===== config.mk =====
export PLATFORM = sky130hd
export DESIGN_NAME = tmr_event_counter
export DESIGN_NICKNAME = d
export VERILOG_FILES = /design/src/include/tmr_pkg.sv /design/src/include/tmr_tick_if.sv /design/src/logic/tmr_event_counter.sv /design/src/logic/tmr_pin_filter.sv /design/src/logic/tmr_prescaler.sv
export SDC_FILE = /design/constraint.sdc
export NUM_CORES = 1
export LEC_CHECK = 0
export BUFFER_PORTS_ARGS = -buffer_cell sky130_fd_sc_hd__buf_2
export CAP_MARGIN = 0
export CORE_AREA = 4 4 84 86
export CTS_CLUSTER_SIZE = 28
export DETAILED_ROUTE_END_ITERATION = 12
export DIE_AREA = 0 0 88 90
export GPL_TIMING_DRIVEN = 1
export PLACE_DENSITY = 0.75
export REMOVE_ABC_BUFFERS = 1
export SYNTH_ARGS = -nofsm -noshare
export SYNTH_HDL_FRONTEND = slang
export SYNTH_SLANG_ARGS = --single-unit

===== constraint.sdc =====
create_clock -name clk -period 5.4 [get_ports clk]
set_input_delay 1.08 -clock clk [delete_from_list [all_inputs] [get_ports clk]]
set_output_delay 1.08 -clock clk [all_outputs]
set_load 0.005 [all_outputs]

===== src/include/tmr_pkg.sv =====
// Constants shared by the timer, event counter and divider output
package tmr_pkg;
   localparam int unsigned DATA_W      = 8;
   localparam int unsigned ADDR_W      = 2;
   localparam int unsigned PSC_W       = 7;
   // Register offsets
   localparam logic [1:0] OFS_CTRL     = 2'h0;
   localparam logic [1:0] OFS_COUNT    = 2'h1;
   localparam logic [1:0] OFS_INTCTL   = 2'h2;
   localparam logic [1:0] OFS_PINOPT   = 2'h3;
   // Timer control fields
   localparam int unsigned CTRL_MODE_HI = 7;
   localparam int unsigned CTRL_MODE_LO = 6;
   localparam int unsigned CTRL_RUN     = 4;
   localparam int unsigned CTRL_EDGE    = 3;
   localparam int unsigned CTRL_PSC_HI  = 2;
   localparam int unsigned CTRL_PSC_LO  = 0;
   localparam logic [7:0]  CTRL_RST     = 8'h08;
   localparam logic [7:0]  CTRL_RD_MASK = 8'hDF;
   // Interrupt control fields
   localparam int unsigned INT_EN_BIT   = 0;
   localparam int unsigned INT_FLAG_BIT = 1;
   // Pin option fields
   localparam int unsigned PO_DIV_EN    = 0;
   localparam int unsigned PO_OD_HI     = 7;
   localparam int unsigned PO_OD_LO     = 4;
   localparam logic [7:0]  PO_RST       = 8'h00;
   localparam logic [7:0]  PO_RD_MASK   = 8'hF1;
   // Counter values
   localparam logic [7:0]  CNT_FULL     = 8'hFF;
   localparam logic [7:0]  ZERO8        = 8'h00;
   // Operating modes
   localparam logic [1:0]  MODE_CMP     = 2'h0;
   localparam logic [1:0]  MODE_PIN     = 2'h1;
   localparam logic [1:0]  MODE_TIMER   = 2'h2;
   localparam logic [1:0]  MODE_CAPT    = 2'h3;
   // Pulse capture states
   typedef enum logic [2:0] {
      CAP_IDLE  = 3'b001,
      CAP_ARMED = 3'b010,
      CAP_MEAS  = 3'b100
   } cap_state_t;
endpackage


===== src/include/tmr_tick_if.sv =====
// Carrier between the timer core, its prescaler and its pin filter
`timescale 1ns/10ps
`default_nettype none
interface tmr_tick_if;
   logic [2:0] psc_sel;
   logic       tick;
   logic       pin_raw;
   logic       bypass;
   logic       pin_filt;
   modport core      (output psc_sel, pin_raw, bypass,
                      input  tick, pin_filt);
   modport prescaler (input  psc_sel, output tick);
   modport filter    (input  pin_raw, bypass, output pin_filt);
endinterface
`default_nettype wire


===== src/logic/tmr_event_counter.sv =====
// Decided for this implementation: the register addresses and strobed register access.
`timescale 1ns/10ps
`default_nettype none
module tmr_event_counter (
   input  wire logic       clk,
   input  wire logic       rst_n,
   input  wire logic       ce,
   input  wire logic [1:0] addr,
   input  wire logic [7:0] wdata,
   input  wire logic       wr,
   input  wire logic       rd,
   output logic      [7:0] rdata,
   input  wire logic       timer_pin_in,
   input  wire logic       comparator_event_in,
   input  wire logic       filter_bypass,
   input  wire logic       power_down,
   input  wire logic       gpio_out,
   input  wire logic       gpio_oe,
   output logic            divider_shared_pin_o,
   output logic            divider_shared_pin_oe,
   output logic            freq_divider_out,
   output logic      [3:0] open_drain_sel,
   output logic            timer_irq,
   output logic            wake_up
);
   tmr_tick_if tk ();

   logic [7:0]         ctrl_r;
   logic [7:0]         preload_r;
   logic [7:0]         count_r;
   logic [7:0]         pin_opt_r;
   logic               int_en_r;
   logic               flag_r;
   logic               pfd_r;
   logic               cmp_prev_r;
   logic               pin_prev_r;
   logic [7:0]         rdata_r;
   logic               irq_r;
   logic               wake_r;
   logic               pin_o_r;
   logic               pin_oe_r;
   tmr_pkg::cap_state_t cap_st_r;
   tmr_pkg::cap_state_t cap_st_nxt;

   logic [1:0] mode;
   logic       run;
   logic       edge_sel;
   logic       div_en;
   logic       wr_ctrl;
   logic       wr_cnt;
   logic       rd_cnt;
   logic       wr_int;
   logic       wr_po;
   logic       inhibit;
   logic       cmp_edge;
   logic       pin_edge;
   logic       act_lvl;
   logic       cap_start;
   logic       cap_end;
   logic       src_tick;
   logic       advance;
   logic       ovf;

   tmr_prescaler u_psc (
      .clk   (clk),
      .rst_n (rst_n),
      .ce    (ce),
      .tk    (tk.prescaler)
   );

   tmr_pin_filter u_filt (
      .clk   (clk),
      .rst_n (rst_n),
      .ce    (ce),
      .tk    (tk.filter)
   );

   assign mode     = ctrl_r[tmr_pkg::CTRL_MODE_HI:tmr_pkg::CTRL_MODE_LO];
   assign run      = ctrl_r[tmr_pkg::CTRL_RUN];
   assign edge_sel = ctrl_r[tmr_pkg::CTRL_EDGE];
   assign div_en   = pin_opt_r[tmr_pkg::PO_DIV_EN];
   assign tk.psc_sel = ctrl_r[tmr_pkg::CTRL_PSC_HI:tmr_pkg::CTRL_PSC_LO];
   assign tk.pin_raw = timer_pin_in;
   assign tk.bypass  = filter_bypass;

   assign wr_ctrl = wr && (addr == tmr_pkg::OFS_CTRL);
   assign wr_cnt  = wr && (addr == tmr_pkg::OFS_COUNT);
   assign rd_cnt  = rd && (addr == tmr_pkg::OFS_COUNT);
   assign wr_int  = wr && (addr == tmr_pkg::OFS_INTCTL);
   assign wr_po   = wr && (addr == tmr_pkg::OFS_PINOPT);
   assign inhibit = rd_cnt || wr_cnt;

   // Edge detection: select 0 rising, 1 falling
   assign cmp_edge = edge_sel ? (cmp_prev_r && !comparator_event_in)
                              : (!cmp_prev_r && comparator_event_in);
   assign pin_edge = edge_sel ? (pin_prev_r && !tk.pin_filt)
                              : (!pin_prev_r && tk.pin_filt);
   // Capture: select 1 measures high pulse, 0 low pulse
   assign act_lvl   = edge_sel;
   assign cap_start = (cap_st_r == tmr_pkg::CAP_ARMED) &&
                      (tk.pin_filt == act_lvl) && (pin_prev_r != act_lvl);
   assign cap_end   = (cap_st_r == tmr_pkg::CAP_MEAS) &&
                      (tk.pin_filt != act_lvl);

   always_comb begin
      case (mode)
         tmr_pkg::MODE_CMP:   src_tick = cmp_edge;
         tmr_pkg::MODE_PIN:   src_tick = pin_edge;
         tmr_pkg::MODE_TIMER: src_tick = tk.tick;
         tmr_pkg::MODE_CAPT:  src_tick = tk.tick && !cap_end &&
                                         (cap_st_r == tmr_pkg::CAP_MEAS);
         default:             src_tick = 1'b0;
      endcase
   end

   assign advance = run && !inhibit && src_tick;
   assign ovf     = advance && (count_r == tmr_pkg::CNT_FULL);

   always_comb begin
      cap_st_nxt = cap_st_r;
      case (cap_st_r)
         tmr_pkg::CAP_IDLE: begin
            if (run && (mode == tmr_pkg::MODE_CAPT)) begin
               cap_st_nxt = tmr_pkg::CAP_ARMED;
            end
         end
         tmr_pkg::CAP_ARMED: begin
            if (!run || (mode != tmr_pkg::MODE_CAPT)) begin
               cap_st_nxt = tmr_pkg::CAP_IDLE;
            end else if (cap_start) begin
               cap_st_nxt = tmr_pkg::CAP_MEAS;
            end
         end
         tmr_pkg::CAP_MEAS: begin
            if (!run || (mode != tmr_pkg::MODE_CAPT) || cap_end) begin
               cap_st_nxt = tmr_pkg::CAP_IDLE;
            end
         end
         default: cap_st_nxt = tmr_pkg::CAP_IDLE;
      endcase
   end

   always_ff @(posedge clk or negedge rst_n) begin
      if (!rst_n) begin
         cap_st_r <= tmr_pkg::CAP_IDLE;
      end else if (ce) begin
         cap_st_r <= cap_st_nxt;
      end
   end

   // Pin and comparator history, sampled at each clock with ce high
   always_ff @(posedge clk or negedge rst_n) begin
      if (!rst_n) begin
         cmp_prev_r <= 1'b0;
         pin_prev_r <= 1'b0;
      end else if (ce) begin
         cmp_prev_r <= comparator_event_in;
         pin_prev_r <= tk.pin_filt;
      end
   end

   // Control register; capture end clears run, software write wins
   always_ff @(posedge clk or negedge rst_n) begin
      if (!rst_n) begin
         ctrl_r <= tmr_pkg::CTRL_RST;
      end else if (ce) begin
         if (wr_ctrl) begin
            ctrl_r <= wdata & tmr_pkg::CTRL_RD_MASK;
         end else if (cap_end) begin
            ctrl_r[tmr_pkg::CTRL_RUN] <= 1'b0;
         end
      end
   end

   always_ff @(posedge clk or negedge rst_n) begin
      if (!rst_n) begin
         preload_r <= tmr_pkg::ZERO8;
      end else if (ce && wr_cnt) begin
         preload_r <= wdata;
      end
   end

   // Counter: loads preload while stopped, reloads on overflow
   always_ff @(posedge clk or negedge rst_n) begin
      if (!rst_n) begin
         count_r <= tmr_pkg::ZERO8;
      end else if (ce) begin
         if (wr_cnt && !run) begin
            count_r <= wdata;
         end else if (ovf) begin
            count_r <= preload_r;
         end else if (advance) begin
            count_r <= count_r + 8'h01;
         end
      end
   end

   // Interrupt enable and request flag; overflow beats a clear
   always_ff @(posedge clk or negedge rst_n) begin
      if (!rst_n) begin
         int_en_r <= 1'b0;
         flag_r   <= 1'b0;
      end else if (ce) begin
         if (wr_int) begin
            int_en_r <= wdata[tmr_pkg::INT_EN_BIT];
         end
         if (ovf) begin
            flag_r <= 1'b1;
         end else if (wr_int) begin
            flag_r <= wdata[tmr_pkg::INT_FLAG_BIT];
         end
      end
   end

   always_ff @(posedge clk or negedge rst_n) begin
      if (!rst_n) begin
         irq_r  <= 1'b0;
         wake_r <= 1'b0;
      end else if (ce) begin
         irq_r  <= flag_r && int_en_r;
         wake_r <= ovf && power_down && !flag_r;
      end
   end

   always_ff @(posedge clk or negedge rst_n) begin
      if (!rst_n) begin
         pin_opt_r <= tmr_pkg::PO_RST;
      end else if (ce && wr_po) begin
         pin_opt_r <= wdata & tmr_pkg::PO_RD_MASK;
      end
   end

   // Divider level: low while disabled, toggles on overflow
   always_ff @(posedge clk or negedge rst_n) begin
      if (!rst_n) begin
         pfd_r <= 1'b0;
      end else if (ce) begin
         if (!div_en) begin
            pfd_r <= 1'b0;
         end else if (ovf) begin
            pfd_r <= !pfd_r;
         end
      end
   end

   always_ff @(posedge clk or negedge rst_n) begin
      if (!rst_n) begin
         pin_o_r  <= 1'b0;
         pin_oe_r <= 1'b0;
      end else if (ce) begin
         pin_o_r  <= div_en ? pfd_r : gpio_out;
         pin_oe_r <= div_en ? 1'b1 : gpio_oe;
      end
   end

   always_ff @(posedge clk or negedge rst_n) begin
      if (!rst_n) begin
         rdata_r <= tmr_pkg::ZERO8;
      end else if (ce) begin
         if (rd) begin
            case (addr)
               tmr_pkg::OFS_CTRL:   rdata_r <= ctrl_r;
               tmr_pkg::OFS_COUNT:  rdata_r <= count_r;
               tmr_pkg::OFS_INTCTL: rdata_r <= {6'h00, flag_r, int_en_r};
               tmr_pkg::OFS_PINOPT: rdata_r <= pin_opt_r;
               default:             rdata_r <= tmr_pkg::ZERO8;
            endcase
         end else begin
            rdata_r <= tmr_pkg::ZERO8;
         end
      end
   end

   assign rdata                 = rdata_r;
   assign divider_shared_pin_o  = pin_o_r;
   assign divider_shared_pin_oe = pin_oe_r;
   assign freq_divider_out      = pfd_r;
   assign open_drain_sel        = pin_opt_r[tmr_pkg::PO_OD_HI:tmr_pkg::PO_OD_LO];
   assign timer_irq             = irq_r;
   assign wake_up               = wake_r;
endmodule
`default_nettype wire


===== src/logic/tmr_pin_filter.sv =====
// Noise filter on the external timer pin, bypassable
`timescale 1ns/10ps
`default_nettype none
module tmr_pin_filter (
   input  wire logic   clk,
   input  wire logic   rst_n,
   input  wire logic   ce,
   tmr_tick_if.filter  tk
);
   logic samp_r;
   logic filt_r;

   always_ff @(posedge clk or negedge rst_n) begin
      if (!rst_n) begin
         samp_r <= 1'b0;
      end else if (ce) begin
         samp_r <= tk.pin_raw;
      end
   end

   // Level passes only after two equal samples unless bypassed
   always_ff @(posedge clk or negedge rst_n) begin
      if (!rst_n) begin
         filt_r <= 1'b0;
      end else if (ce) begin
         if (tk.bypass || (samp_r == tk.pin_raw)) begin
            filt_r <= tk.pin_raw;
         end
      end
   end

   assign tk.pin_filt = filt_r;
endmodule
`default_nettype wire


===== src/logic/tmr_prescaler.sv =====
// Power-of-two prescaler for the timer clock
`timescale 1ns/10ps
`default_nettype none
module tmr_prescaler (
   input  wire logic      clk,
   input  wire logic      rst_n,
   input  wire logic      ce,
   tmr_tick_if.prescaler  tk
);
   logic [tmr_pkg::PSC_W-1:0] div_r;
   logic [tmr_pkg::PSC_W-1:0] mask;
   logic                      tick_r;

   // Select 000 divides by one, 111 by 128
   assign mask = tmr_pkg::PSC_W'((8'h01 << tk.psc_sel) - 8'h01);

   always_ff @(posedge clk or negedge rst_n) begin
      if (!rst_n) begin
         div_r <= '0;
      end else if (ce) begin
         div_r <= div_r + 1'b1;
      end
   end

   always_ff @(posedge clk or negedge rst_n) begin
      if (!rst_n) begin
         tick_r <= 1'b0;
      end else if (ce) begin
         tick_r <= ((div_r & mask) == mask);
      end
   end

   assign tk.tick = tick_r;
endmodule
`default_nettype wire

== Word-level counts from Yosys, hierarchy flattened ==
Index checks and enable logic that the tools add are counted.
W data, S select, Z words.
Word-level totals
  bits in registers: 58
  input port bits: 21
Cells by class
  add/sub/neg operators: 3
  equal/unequal tests: 20
  shift operators: 1
  mux-type cells: 21
  bitwise logic cells: 1
  reductions and logical operators: 50
Operators with widths (count)
  $mux W8: 4
  $pmux W8 S4: 1
  $logic_and A1 B1 Y1: 24
  $reduce_and A2 Y1: 7
  $mux W3: 4
  $mux W1: 10
  $logic_not A1 Y1: 9
  $pmux W3 S3: 1
  $add A8 B1 Y8 const B: 1
  $eq A2 B2 Y1 const B: 4
  $eq A8 B8 Y1 const B: 1
  $add A7 B1 Y7 const B: 1
  $and A7 B7 Y7: 1
  $eq A7 B7 Y1: 1
  $shl A1 B3 Y7 const A: 1
  $sub A7 B1 Y7 const B: 1
  $eq A2 B1 Y1 const B: 2
  $logic_not A2 Y1: 2
  $logic_or A1 B1 Y1: 4
  $ne A2 B1 Y1 const B: 2
  $ne A2 B2 Y1 const B: 2
  $pmux W1 S4: 1
  $reduce_and A4 Y1: 1
  $reduce_bool A2 Y1: 2
  7 further kinds: 9

== Longest topological paths before layout ==
Gate-level depths: netlist (run 1).
  depth in word-level cells: 10
  depth in mapped cells: 7

== Hierarchy ==
Synthesis (run 1) repeated with hierarchy kept, for this count alone.
Unflattened totals
  cells, all modules: 289
  area total of the unflattened synthesis: 3076.7 um2
Modules (own cells, without submodules)
  tmr_event_counter: times used 1, cells an instance 243, area an instance 2597.5 um2
  tmr_prescaler: times used 1, cells an instance 36, area an instance 391.6 um2
  tmr_pin_filter: times used 1, cells an instance 10, area an instance 87.6 um2

== Worst setup path before layout (run 1) ==
OpenSTA, ideal clock, no wires.
  path type: input port to flip-flop
  start point: in addr[0]
  end point: reg pfd_r, in the netlist freq_divider_out
  arrival: 2.476 ns
  data required time: 5.279 ns
  slack: 2.803 ns
  stages on the path: 6
  path buffers: 1
  cell sequence: buf_2 or2b_1 o21ai_0 a2111oi_4 mux2_4 a22o_1
Between the ends
  cells in the longest elaborated chain, start to end: 9
  elaborated cells on any way between the ends: 10
  classes of those cells: eq/ne (2); reduce/logical (8)
Ends and longest elaborated chain
  start: declaration: RTL line tmr_event_counter.sv:8  | input wire logic [1:0] addr,
  $eq A2 B1 Y1 (*): RTL line tmr_event_counter.sv:87, tmr_event_counter.sv:88
  $logic_and A1 B1 Y1 (on tied branches): RTL line tmr_event_counter.sv:88, tmr_event_counter.sv:87
  $logic_or A1 B1 Y1 (*): RTL line tmr_event_counter.sv:91  | assign inhibit = rd_cnt || wr_cnt;
  $logic_not A1 Y1 (*): RTL line tmr_event_counter.sv:116  | assign advance = run && !inhibit && src_tick;
  $logic_and A1 B1 Y1 (*) (2 in series): RTL line tmr_event_counter.sv:116
  $logic_and A1 B1 Y1 (*): RTL line tmr_event_counter.sv:117  | assign ovf = advance && (count_r == tmr_pkg::CNT_FULL);
  $ne A2 B1 Y1 (no source line) (*)
  $reduce_and A2 Y1 (no source line) (*)
  end signal: assignment: RTL line tmr_event_counter.sv:241  | pfd_r <= !pfd_r;
  end: declaration: RTL line tmr_event_counter.sv:34  | logic pfd_r;
Mark *: on every way between the ends. The rest lies on a longest branch, timed or not.
A chain may end at the register's enable or synchronous reset.

== Worst setup path in the final report (run 1) ==
  start point: in addr[0]
  end point: reg count_r[2]
Between the ends
  cells in the longest elaborated chain, start to end: 9
  elaborated cells on any way between the ends: 13
  classes of those cells: eq/ne (1); mux (2); reduce/logical (10)
Ends and longest elaborated chain
  $eq A2 B1 Y1 (*): RTL line tmr_event_counter.sv:87, tmr_event_counter.sv:88
  $logic_and A1 B1 Y1 (on tied branches): RTL line tmr_event_counter.sv:88, tmr_event_counter.sv:87
  $logic_or A1 B1 Y1: RTL line tmr_event_counter.sv:91
  $logic_not A1 Y1: RTL line tmr_event_counter.sv:116
  $logic_and A1 B1 Y1 (2 in series): RTL line tmr_event_counter.sv:116
  $logic_and A1 B1 Y1: RTL line tmr_event_counter.sv:117
  $reduce_bool A3 Y1 (no source line) or $mux W8 (tied branches)
  $reduce_and A2 Y1 (no source line) or $mux W8 (tied branches)
  end signal: assignment: RTL line tmr_event_counter.sv:186  | count_r <= tmr_pkg::ZERO8;
  end signal: assignment: RTL line tmr_event_counter.sv:189  | count_r <= wdata;
  end signal: assignment: RTL line tmr_event_counter.sv:191  | count_r <= preload_r;
  end: declaration: RTL line tmr_event_counter.sv:30  | logic [7:0] count_r;
Marks and branches as above.

==> results of run 1 <==
## layout by cell type (no fill, tap or decap), types with 7 or more instances in the layout
| cell | count |
|---|---|
| dfrtp_1 | 56 |
| buf_2 | 37 |
| mux2_2 | 21 |
| o21ai_0 | 18 |
| nor2_1 | 17 |
| inv_1 | 15 |
| nand2_1 | 13 |
| a21oi_1 | 12 |
| mux2i_1 | 11 |
| clkbuf_8 | 11 |
| nand3_1 | 10 |
| o2bb2ai_1 | 8 |
| nand4_1 | 8 |
| xnor2_1 | 7 |
## cell type report
class	count	share of cell area [%]
Clock buffer	13	4.57
Multi-Input combinational cell	198	43.0
Tap cell	77	2.77
Inverter	15	1.62
Timing Repair Buffer	39	5.76
Sequential cell	58	41.8
Clock inverter	3	0.432
## cells by family after synthesis
kind of cell               after synthesis  synth area share [%]
muxes                                   34                  12.4
AOI/OAI and AO/OA                       76                  18.0
DFF                                     58                  46.8
and+or+nand+nor                         75                  13.7
adders and majority gates                2                 0.805
xor gates and xnor gates                11                  3.34
buffers and inverters                   34                  5.07
## power by group through the flow
stage,Combinational [mW],Sequential [mW],Clock (mW)
after global placement,0.345,0.692,0
after detailed placement,0.357,0.693,0
after floorplan,0.264,0.654,0
final,0.358,0.692,0.354
after global routing,0.403,0.708,0.381
after CTS,0.359,0.688,0.360
## state kept, by name, summed over array words and instances, names as in the netlist, 3 cells and up
signal	cells
count_r	8
rdata	8
pin_opt_r	5
cap_st_r	3
ctrl_r	7
preload_r	8
u_psc.div_r	7
## critical path, stage by stage
cell	delay (ns)
buf_2	0.30
or2b_1	0.30
o21ai_0	0.56
a2111oi_4	0.15
a211oi_1	0.37
o2bb2ai_1	0.13
## worst paths after layout
kind                                start                   end  slack [ns]
setup reg to reg               count_r[0]      freq_divider_out        2.99
hold / removal             u_psc.div_r[6]        u_psc.div_r[6]        0.47
hold reg to reg            u_psc.div_r[6]        u_psc.div_r[6]        0.47
setup / recovery                  addr[0]            count_r[2]        2.72
max in group asynchronous           rst_n            count_r[5]        4.04
min in group asynchronous           rst_n  divider_shared_pin_o        0.89
## metal layers
metal / routed length [microns] / GRT usage (%)
met5: 0 / 0
met4: 184 / 8.06
met3: 522 / 3.84
met2: 3170 / 28.1
met1: 3060 / 25.6
## metrics by stage
stage | hold slack [ns] | cells | area, sq um
finish | 0.473 | 403 | 3480
global route | 0.497 | 403 | 3480
CTS | 0.476 | 403 | 3480
detailed placement | 0.462 | 387 | 3300
global placement | 0.460 | 387 | 3300
floorplan | 0.437 | 271 | 3010
==> results.sh, run 1 <==
export IMPL_cts_inserted_buffers=9
export IMPL_setup_worst_path_class="in -> reg"
export IMPL_post_cts_setup_buffers=0
export IMPL_critical_path_required_ns=5.60
export IMPL_yosys_register_bits=58
export IMPL_pin_count_of_the_biggest_net_entering_global_routing=59
export IMPL_fp_dieArea_sq_um=7920
export IMPL_ant_nets=0
export IMPL_grt_first_pass_wirelength_microns=11600
export IMPL_netlist_cell_type_count=63
export IMPL_net_switching_fraction_of_the_power_pct=33.8
export IMPL_cell_type_contributing_the_most_total_cell_area_after_synthesis="dfrtp_1"
export IMPL_worstPathArrival_ns=2.88
export IMPL_total_leakage_power_nw=1.52
export IMPL_min_path_cells=1
export IMPL_clkTransAtPathRegs_ns=0.06
export IMPL_post_place_ws_ns=2.36
export IMPL_finalHoldViolations=0
export IMPL_num_rows=29
export IMPL_total_number_of_h_tree_levels=3
export IMPL_ys_warnings_count=0
export IMPL_synth_most_common_cell="dfrtp_1"
export IMPL_timing_critical_path_to_type="register"
export IMPL_routedWlPerCell_microns=17.2
export IMPL_cts_hold_buffers=0
export IMPL_area_sequential_sq_um=1450
export IMPL_worstSetupStartpointType="input pin"
export IMPL_cts_root_buffer_cell="clkbuf_8"
export IMPL_drt_initial_drc_count=250
export IMPL_hold_class="reg -> reg"
export IMPL_crit_path_max_fanout=16
export IMPL_timing_clock_skew_ns=0.00733
export IMPL_synth_edff_count=0
export IMPL_die_x_microns=88
export IMPL_share_comb_of_total_power_pct=25.5
export IMPL_postLayoutCoreUtil_pct=55.4
export IMPL_clock_path_buffers=2
export IMPL_fin_crit_sh_pct=49.6
export IMPL_unrepaired_setup_endpoints_after_global_routing="no"
export IMPL_globalRouteOverflowTotal=0
export IMPL_tritoncts_num_sinks=58
export IMPL_synth_top_flop_cell="dfrtp_1"
export IMPL_post_layout_total_power_mw=1.40
export IMPL_worst_skew_late_latency_ns=0.33
export IMPL_die_h_microns=90
export IMPL_layout_area_overhead_vs_synth_pct=11.9
export IMPL_gpl_final_weighted_congestion=0.864
export IMPL_syn_inst=290
export IMPL_max_freq_mhz=374
export IMPL_synthesis_area_sq_um=3110
export IMPL_drt_pass1_iter_count=5
export IMPL_finalWorstPathRequiredPeriod_ns=2.68
export IMPL_viasPerCell=6.01
export IMPL_post_route_cells_drive_above_1_share_pct=27.3
export IMPL_drt_total_wl_microns=6940
export IMPL_initial_core_util_pct=49.5
export IMPL_async_flop_share_pct=100
export IMPL_tritoncts="done"
export IMPL_synth_seq_area_share_pct=46.8
export IMPL_boundaryPins=38
export IMPL_worst_slack_ns=2.72
export IMPL_final_max_slew_viol_count=0
export IMPL_clock_power_share_pct=25.2
export IMPL_timing_max_cap_violations=0
export IMPL_pwr_share_seq_pct=49.3
export IMPL_fp_coreArea_sq_um=6280
export IMPL_vdd_drop_max_mv=0.176
export IMPL_grt_pass1_vias=2332
export IMPL_power_density_cell_area_nw_per_um2=404
export IMPL_grt_antenna_before_repair=0
export IMPL_io_buffers=37
export IMPL_synth_commonest_cells="56 x dfrtp_1, 21 x mux2_2, 18 x o21ai_0"
export IMPL_yosys_area_top_type_share_pct=45.1
export IMPL_drc=0
export IMPL_syn_area_per_cell_sq_um=10.7
export IMPL_multiInputGateArea_sq_um=1500
export IMPL_detailedPlacementHpwl_microns=4900
export IMPL_cts_resized=0
export IMPL_via_count=2422
export IMPL_nNetsFinal=344
export IMPL_r2r_cells=6
export IMPL_tightestPinTransition_ns=1.25
export IMPL_power_net_switching_mw=0.475
export IMPL_setup_violations=0
export IMPL_yosys_top_cells_area="dfrtp_1 45%, mux2_2 7.6%, mux2i_1 3.5%"
export IMPL_relSlewSlack_pct=16.1
export IMPL_overall_global_routing_resource_usage_pct=18.6
export IMPL_antenna_cell_count=0
export IMPL_nFillCells=562
export IMPL_setup_tns_final_ns=0
export IMPL_outcome="completed"
export IMPL_internal_power_mw=0.929
(Power assumes the default switching activity.)
==> run 2, diff against run 1 <==
--- a/config.mk
+++ b/config.mk
@@ -5,14 +5,15 @@
 export SDC_FILE = /design/constraint.sdc
 export NUM_CORES = 1
 export LEC_CHECK = 0
+export ABC_AREA = 1
 export BUFFER_PORTS_ARGS = -buffer_cell sky130_fd_sc_hd__buf_2
 export CAP_MARGIN = 0
-export CORE_AREA = 4 4 84 86
+export CORE_AREA = 4 4 83 85
 export CTS_CLUSTER_SIZE = 28
 export DETAILED_ROUTE_END_ITERATION = 12
-export DIE_AREA = 0 0 88 90
+export DIE_AREA = 0 0 87 89
 export GPL_TIMING_DRIVEN = 1
-export PLACE_DENSITY = 0.75
+export PLACE_DENSITY = 0.76
 export REMOVE_ABC_BUFFERS = 1
 export SYNTH_ARGS = -nofsm -noshare
 export SYNTH_HDL_FRONTEND = slang
==> constraint.sdc (replaced) <==
create_clock -name clk -period 2.6 [get_ports clk]
set_input_delay 0.52 -clock clk [delete_from_list [all_inputs] [get_ports clk]]
set_output_delay 0.52 -clock clk [all_outputs]
set_load 0.005 [all_outputs]
==> run 2 against run 1 <==
Compared with the run above: global-route usage rose by 0.86 points; setup slack worse by 2.0 ns; routed wire length grew 0.88%; area after synthesis fell by 2.1%; critical path type is now reg -> reg.
==> results.sh, run 2 <==
export IMPL_detailedPlacementHpwl_microns=5150
export IMPL_post_place_ws_ns=0.748
export IMPL_syn_area_per_cell_sq_um=8.05
export IMPL_fp_coreArea_sq_um=6200
export IMPL_relSlewSlack_pct=51.3
export IMPL_timing_critical_path_to_type="register"
export IMPL_vdd_drop_max_mv=0.454
export IMPL_final_max_slew_viol_count=0
export IMPL_synth_most_common_cell="nand2_1"
export IMPL_final_common_cell="nand2_1"
export IMPL_worstPathArrival_ns=2.07
export IMPL_share_of_synthesized_cell_area_in_and_or_nand_and_nor_gates_pct=26.8
export IMPL_tightestPinTransition_ns=0.731
export IMPL_drt_initial_drc_count=162
export IMPL_clkTransAtPathRegs_ns=0.06
export IMPL_clock_path_buffers=2
export IMPL_synth_seq_area_share_pct=47.8
export IMPL_total_leakage_power_nw=1.78
export IMPL_r2r_start="count_r[1]"
export IMPL_reg2reg_setup_slack_ns=0.77
export IMPL_critical_path_required_ns=2.83
export IMPL_postPlaceCellArea_sq_um=3270
export IMPL_unrepaired_setup_endpoints_after_global_routing="no"
export IMPL_die_h_microns=89
export IMPL_nNetsFinal=439
export IMPL_io_buffers=37
export IMPL_hold_ws_ns=0.329
export IMPL_antenna_cell_count=0
export IMPL_drt_total_wl_microns=7000
export IMPL_yosys_area_top_type_share_pct=46.1
export IMPL_crit_path_max_fanout=9
export IMPL_die_x_microns=87
export IMPL_viasPerCell=5.46
export IMPL_post_layout_total_power_mw=2.88
export IMPL_setup_worst_path_class="reg -> reg"
export IMPL_via_count=2717
export IMPL_cts_resized=0
export IMPL_synth_compound_area_share_pct=12.7
export IMPL_setup_tns_final_ns=0
export IMPL_syn_inst=378
export IMPL_cts_hold_buffers=0
export IMPL_synth_commonest_cells="103 x nand2_1, 56 x dfrtp_1, 41 x inv_1"
export IMPL_layout_cells_most_common_list="103 x nand2_1, 56 x dfrtp_1, 41 x inv_1"
export IMPL_synth_edff_count=0
export IMPL_pin_count_of_the_biggest_net_entering_global_routing=59
export IMPL_outcome="completed"
export IMPL_grt_first_pass_wirelength_microns=11700
export IMPL_drt_pass1_iter_count=5
export IMPL_layout_area_overhead_vs_synth_pct=13.5
export IMPL_finalHoldViolations=0
export IMPL_cts_inserted_buffers=9
export IMPL_timing_max_cap_violations=0
export IMPL_synth_top_flop_cell="dfrtp_1"
export IMPL_synthAdderAreaFrac_pct=0.822
export IMPL_overall_global_routing_resource_usage_pct=19.5
export IMPL_startpoint="count_r[1]"
export IMPL_yosys_top_cells_area="dfrtp_1 46%, nand2_1 13%, o21ai_0 6.3%"
export IMPL_cell_type_contributing_the_most_total_cell_area_after_synthesis="dfrtp_1"
export IMPL_netlist_cell_type_count=42
export IMPL_worst_slack_ns=0.765
export IMPL_tritoncts_num_sinks=58
export IMPL_synthesis_area_sq_um=3040
export IMPL_fin_crit_sh_pct=70.6
export IMPL_async_flop_share_pct=100
export IMPL_post_route_cells_drive_above_1_share_pct=19.5
export IMPL_yosys_register_bits=58
export IMPL_worst_skew_late_latency_ns=0.33
export IMPL_globalRouteOverflowTotal=0
export IMPL_hold_class="in -> async"
export IMPL_cts_root_buffer_cell="clkbuf_8"
export IMPL_power_density_cell_area_nw_per_um2=833
export IMPL_tritoncts="done"
export IMPL_final_design_area_no_fill_sq_um=3450
export IMPL_xor_xnor_fraction_of_synth_area_pct=3.17
export IMPL_num_rows=29
export IMPL_total_number_of_h_tree_levels=3
export IMPL_setup_violations=0
export IMPL_boundaryPins=38
export IMPL_routedWlPerCell_microns=14.1
export IMPL_grt_antenna_before_repair=0
export IMPL_dominant_combinational_cell_family_by_area_after_synthesis="simple AND/OR/NAND/NOR gates"
export IMPL_fp_dieArea_sq_um=7740
export IMPL_worstSetupStartpointType="register"
export IMPL_finalWorstPathRequiredPeriod_ns=1.83
export IMPL_post_cts_setup_buffers=0
export IMPL_drc=0
export IMPL_max_freq_mhz=545
export IMPL_initial_core_util_pct=49.0
export IMPL_gpl_final_weighted_congestion=0.917
export IMPL_ant_nets=0
export IMPL_synth_area_mux_share_pct=0.370
export IMPL_ys_warnings_count=0
export IMPL_timing_clock_skew_ns=0.00625
export IMPL_grt_pass1_vias=2533
-- run 2: stage by stage --
stage               std cells  utilization (%)
global placement          482             52.7
finish                    498             55.7
global route              498             55.7
floorplan                 365                -
CTS                       498             55.7
detailed placement        482             52.7
-- run 2: layout make-up --
type	count	area (sq um)
Sequential cell	58	1450
Multi-Input combinational cell	260	1340
Tap cell	77	96.3
Clock inverter	2	10.0
Inverter	47	178
Timing Repair Buffer	40	208
Clock buffer	14	173
Fill cell	587	2750
-- run 2: worst paths after layout --
path,endpoint,cells past startpoint
setup / recovery,count_r[3],10
min in group clk,u_filt.samp_r,3
hold / removal,preload_r[3],2
setup reg to reg,count_r[3],10
max in group asynchronous,rdata[4],2
hold reg to reg,timer_irq,2
-- run 2: where the power goes --
group | leakage (nW) | total [mW] | internal [mW] | switching, mW
Sequential | 0.726 | 1.36 | 1.14 | 0.219
Combinational | 0.957 | 0.755 | 0.304 | 0.452
Clock | 0.0965 | 0.765 | 0.422 | 0.344
Total | 1.78 | 2.88 | 1.86 | 1.01
-- run 2: cells by family after synthesis --
logic type	after synthesis
adder cells (fa/ha/maj)	2
AO/OA/AOI/OAI	67
buffers and inverters	60
multiplexers	1
AND/OR/NAND/NOR	179
flip-flops	58
XOR/XNOR	11
-- run 2: routing by layer --
| layer | track usage (%) | vias up | share of wire (%) |
|---|---|---|---|
| li1 | - | 1298 | - |
| met1 | 25.5 | 1314 | 45 |
| met2 | 31.1 | 89 | 47 |
| met3 | 4.52 | 16 | 5.3 |
| met4 | 8.22 | 0 | 2.3 |
| met5 | 0 | - | 0 |
-- run 2: critical path, cell delays in order (launching register included) --
cell     delay [ns]
dfrtp_1        0.41
ha_1           0.22
nand3_2        0.10
nor2_1         0.11
nand2_1        0.12
nor2_4         0.22
nand4_4        0.22
nand2_1        0.11
nand3_1        0.09
nand2_1        0.08
nand2_1        0.04
==> run 3, diff against run 2 <==
==> constraint.sdc (replaced) <==
create_clock -name clk -period 1.85 [get_ports clk]
set_input_delay 0.37 -clock clk [delete_from_list [all_inputs] [get_ports clk]]
set_output_delay 0.37 -clock clk [all_outputs]
set_load 0.005 [all_outputs]
==> run 3 against run 2 <==
Compared with the run above: utilization rose by 2.2 points; global-route usage up 0.16 points; sequential share of layout area is 1.6 points lower; final cell count rose by 1.6%; via count is 4.1% lower; worst hold slack worse by 0.060 ns; design area increased by 3.9%; total power is 53% higher; clock-buffer cell count down 4; sequential power rose by 40%; first-iteration DRC count down 2.5%; critical endpoint is now count_r[0]; largest power group unchanged.
==> results.sh, run 3 (synthesis gave the netlist of run 2 again) <==
export IMPL_drc=0
export IMPL_unrepaired_setup_endpoints_after_global_routing="no"
export IMPL_total_number_of_h_tree_levels=3
export IMPL_finalHoldViolations=0
export IMPL_min_from="gpio_out"
export IMPL_timing_max_cap_violations=0
export IMPL_area_sequential_sq_um=1450
export IMPL_finalWorstPathRequiredPeriod_ns=1.67
export IMPL_viasPerCell=5.15
export IMPL_final_max_slew_viol_count=0
export IMPL_gpl_final_weighted_congestion=0.871
export IMPL_relSlewSlack_pct=63.3
export IMPL_max_freq_mhz=597
export IMPL_hold_path_endpoint="divider_shared_pin_o"
export IMPL_die_x_microns=87
export IMPL_crit_path_max_fanout=16
export IMPL_overall_global_routing_resource_usage_pct=19.6
export IMPL_setup_violations=0
export IMPL_place_inst=488
export IMPL_pin_count_of_the_biggest_net_entering_global_routing=41
export IMPL_tightestPinTransition_ns=0.549
export IMPL_timing_clock_skew_ns=0.0105
export IMPL_grt_pass1_vias=2469
export IMPL_fin_crit_sh_pct=90.5
export IMPL_final_cells=506
export IMPL_critical_path_required_ns=2.13
export IMPL_io_buffers=37
export IMPL_ant_nets=0
export IMPL_routedWlPerCell_microns=13.9
export IMPL_cts_inserted_buffers=9
export IMPL_cts_root_buffer_cell="clkbuf_8"
export IMPL_total_leakage_power_nw=1.84
export IMPL_vdd_drop_max_mv=0.725
export IMPL_final_common_cell="nand2_1"
export IMPL_hold_ws_ns=0.269
export IMPL_via_count=2605
export IMPL_nNetsFinal=447
export IMPL_boundaryPins=38
export IMPL_r2r_start="ctrl_r[3]"
export IMPL_tritoncts="done"
export IMPL_timing_critical_path_to_type="register"
export IMPL_layout_cells_most_common_list="103 x nand2_1, 56 x dfrtp_1, 41 x inv_1"
export IMPL_nFillCells=564
export IMPL_grt_antenna_before_repair=0
export IMPL_post_route_cells_drive_above_1_share_pct=21.0
export IMPL_drt_pass1_iter_count=4
export IMPL_drt_total_wl_microns=7040
export IMPL_min_path_cells=3
export IMPL_clock_path_buffers=2
export IMPL_multiInputGateArea_sq_um=1340
export IMPL_tritoncts_num_sinks=58
export IMPL_drt_initial_drc_count=158
export IMPL_post_layout_total_power_mw=4.41
export IMPL_fp_dieArea_sq_um=7740
export IMPL_initial_core_util_pct=49.0
export IMPL_fp_coreArea_sq_um=6200
export IMPL_grt_first_pass_wirelength_microns=11700
export IMPL_antenna_cell_count=0
export IMPL_setup_worst_path_class="reg -> reg"
export IMPL_layout_area_overhead_vs_synth_pct=17.9
export IMPL_hold_class="in -> reg"
export IMPL_worstPathArrival_ns=1.96
export IMPL_power_density_cell_area_nw_per_um2=1230
export IMPL_clkTransAtPathRegs_ns=0.07
export IMPL_crit_reg2reg_capture="count_r[0]"
export IMPL_worstSetupStartpointType="register"
export IMPL_outcome="completed"
export IMPL_detailedPlacementHpwl_microns=5250
export IMPL_r2r_cells=11
export IMPL_globalRouteOverflowTotal=0
export IMPL_die_h_microns=89
export IMPL_reg2reg_setup_slack_ns=0.18
export IMPL_num_rows=29
export IMPL_setup_tns_final_ns=0
export IMPL_worst_skew_late_latency_ns=0.34
## run 3: cell types whose count changed in the layout (fill, tap and decap cells not counted)
| cell | before | now |
|---|---|---|
| nand2_4 | 1 | 0 |
| nand2_8 | 0 | 1 |
| buf_12 | 0 | 1 |
| clkbuf_8 | 12 | 9 |
| bufinv_16 | 0 | 3 |
| buf_4 | 3 | 9 |
| clkinv_2 | 3 | 4 |
| clkbuf_1 | 2 | 1 |
| dlygate4sd3_1 | 0 | 1 |
## run 3: critical path, stage by stage (launching register included)
cell	delay [ns]
dfstp_2	0.58
buf_4	0.14
nand3_1	0.07
nand2_1	0.07
nand2_1	0.06
nand3_2	0.12
nand3_2	0.09
nand2_2	0.11
nand2_8	0.10
nor2_1	0.16
nand2_1	0.08
nand2_1	0.06
## run 3: timing repair
item	in CTS	in global routing
hold buffers	1	0
gates resized for setup	0	1
hold endpoints to repair	16	0
buffers inserted	0	1
setup endpoints to repair	0	5
## run 3: cell type report
cell class | instances | area share (%)
inverter | 47 | 4.95
timing repair buffer | 48 | 7.88
tap | 77 | 2.69
sequential | 58 | 40.5
clock buffer | 10 | 3.56
multi-input combinational | 260 | 37.5
clock inverter | 6 | 2.93
## run 3: power breakdown
part / internal, mW / leakage, nW / switching [mW] / total (mW)
Clock: 0.888 / 0.120 / 0.500 / 1.39
Combinational: 0.471 / 0.995 / 0.654 / 1.13
Sequential: 1.60 / 0.726 / 0.298 / 1.90
Total: 2.96 / 1.84 / 1.45 / 4.41
## run 3: worst max path at each step
stage | endpoint | slack [ns] | cells after the start | startpoint
6_report | count_r[0] | 0.18 | 11 | ctrl_r[3]
5_1_grt | count_r[2] | 0.02 | 13 | ctrl_r[3]
4_1_cts | count_r[0] | 0.14 | 13 | ctrl_r[3]
3_5_place_dp | count_r[0] | 0.15 | 13 | ctrl_r[3]
3_3_place_gp | count_r[0] | 0.20 | 12 | addr[0]
2_1_floorplan | count_r[2] | 0.28 | 11 | ctrl_r[3]
## run 3: routing by layer
metal  up-vias  part of all wire [%]  GRT usage (%)
met4         0                   2.2           10.2
met2        55                    46           30.9
met5         -                     0              0
met1      1218                    47           25.7
li1       1317                     -              -
met3        15                   4.7           4.06
## run 3: through the flow
step | setup slack (ns) | cell area, sq um | utilization (%)
floorplan | 0.282 | 2970 | -
global placement | 0.202 | 3330 | 53.6
detailed placement | 0.151 | 3330 | 53.6
CTS | 0.135 | 3570 | 57.6
global route | 0.0238 | 3590 | 57.8
finish | 0.176 | 3590 | 57.8
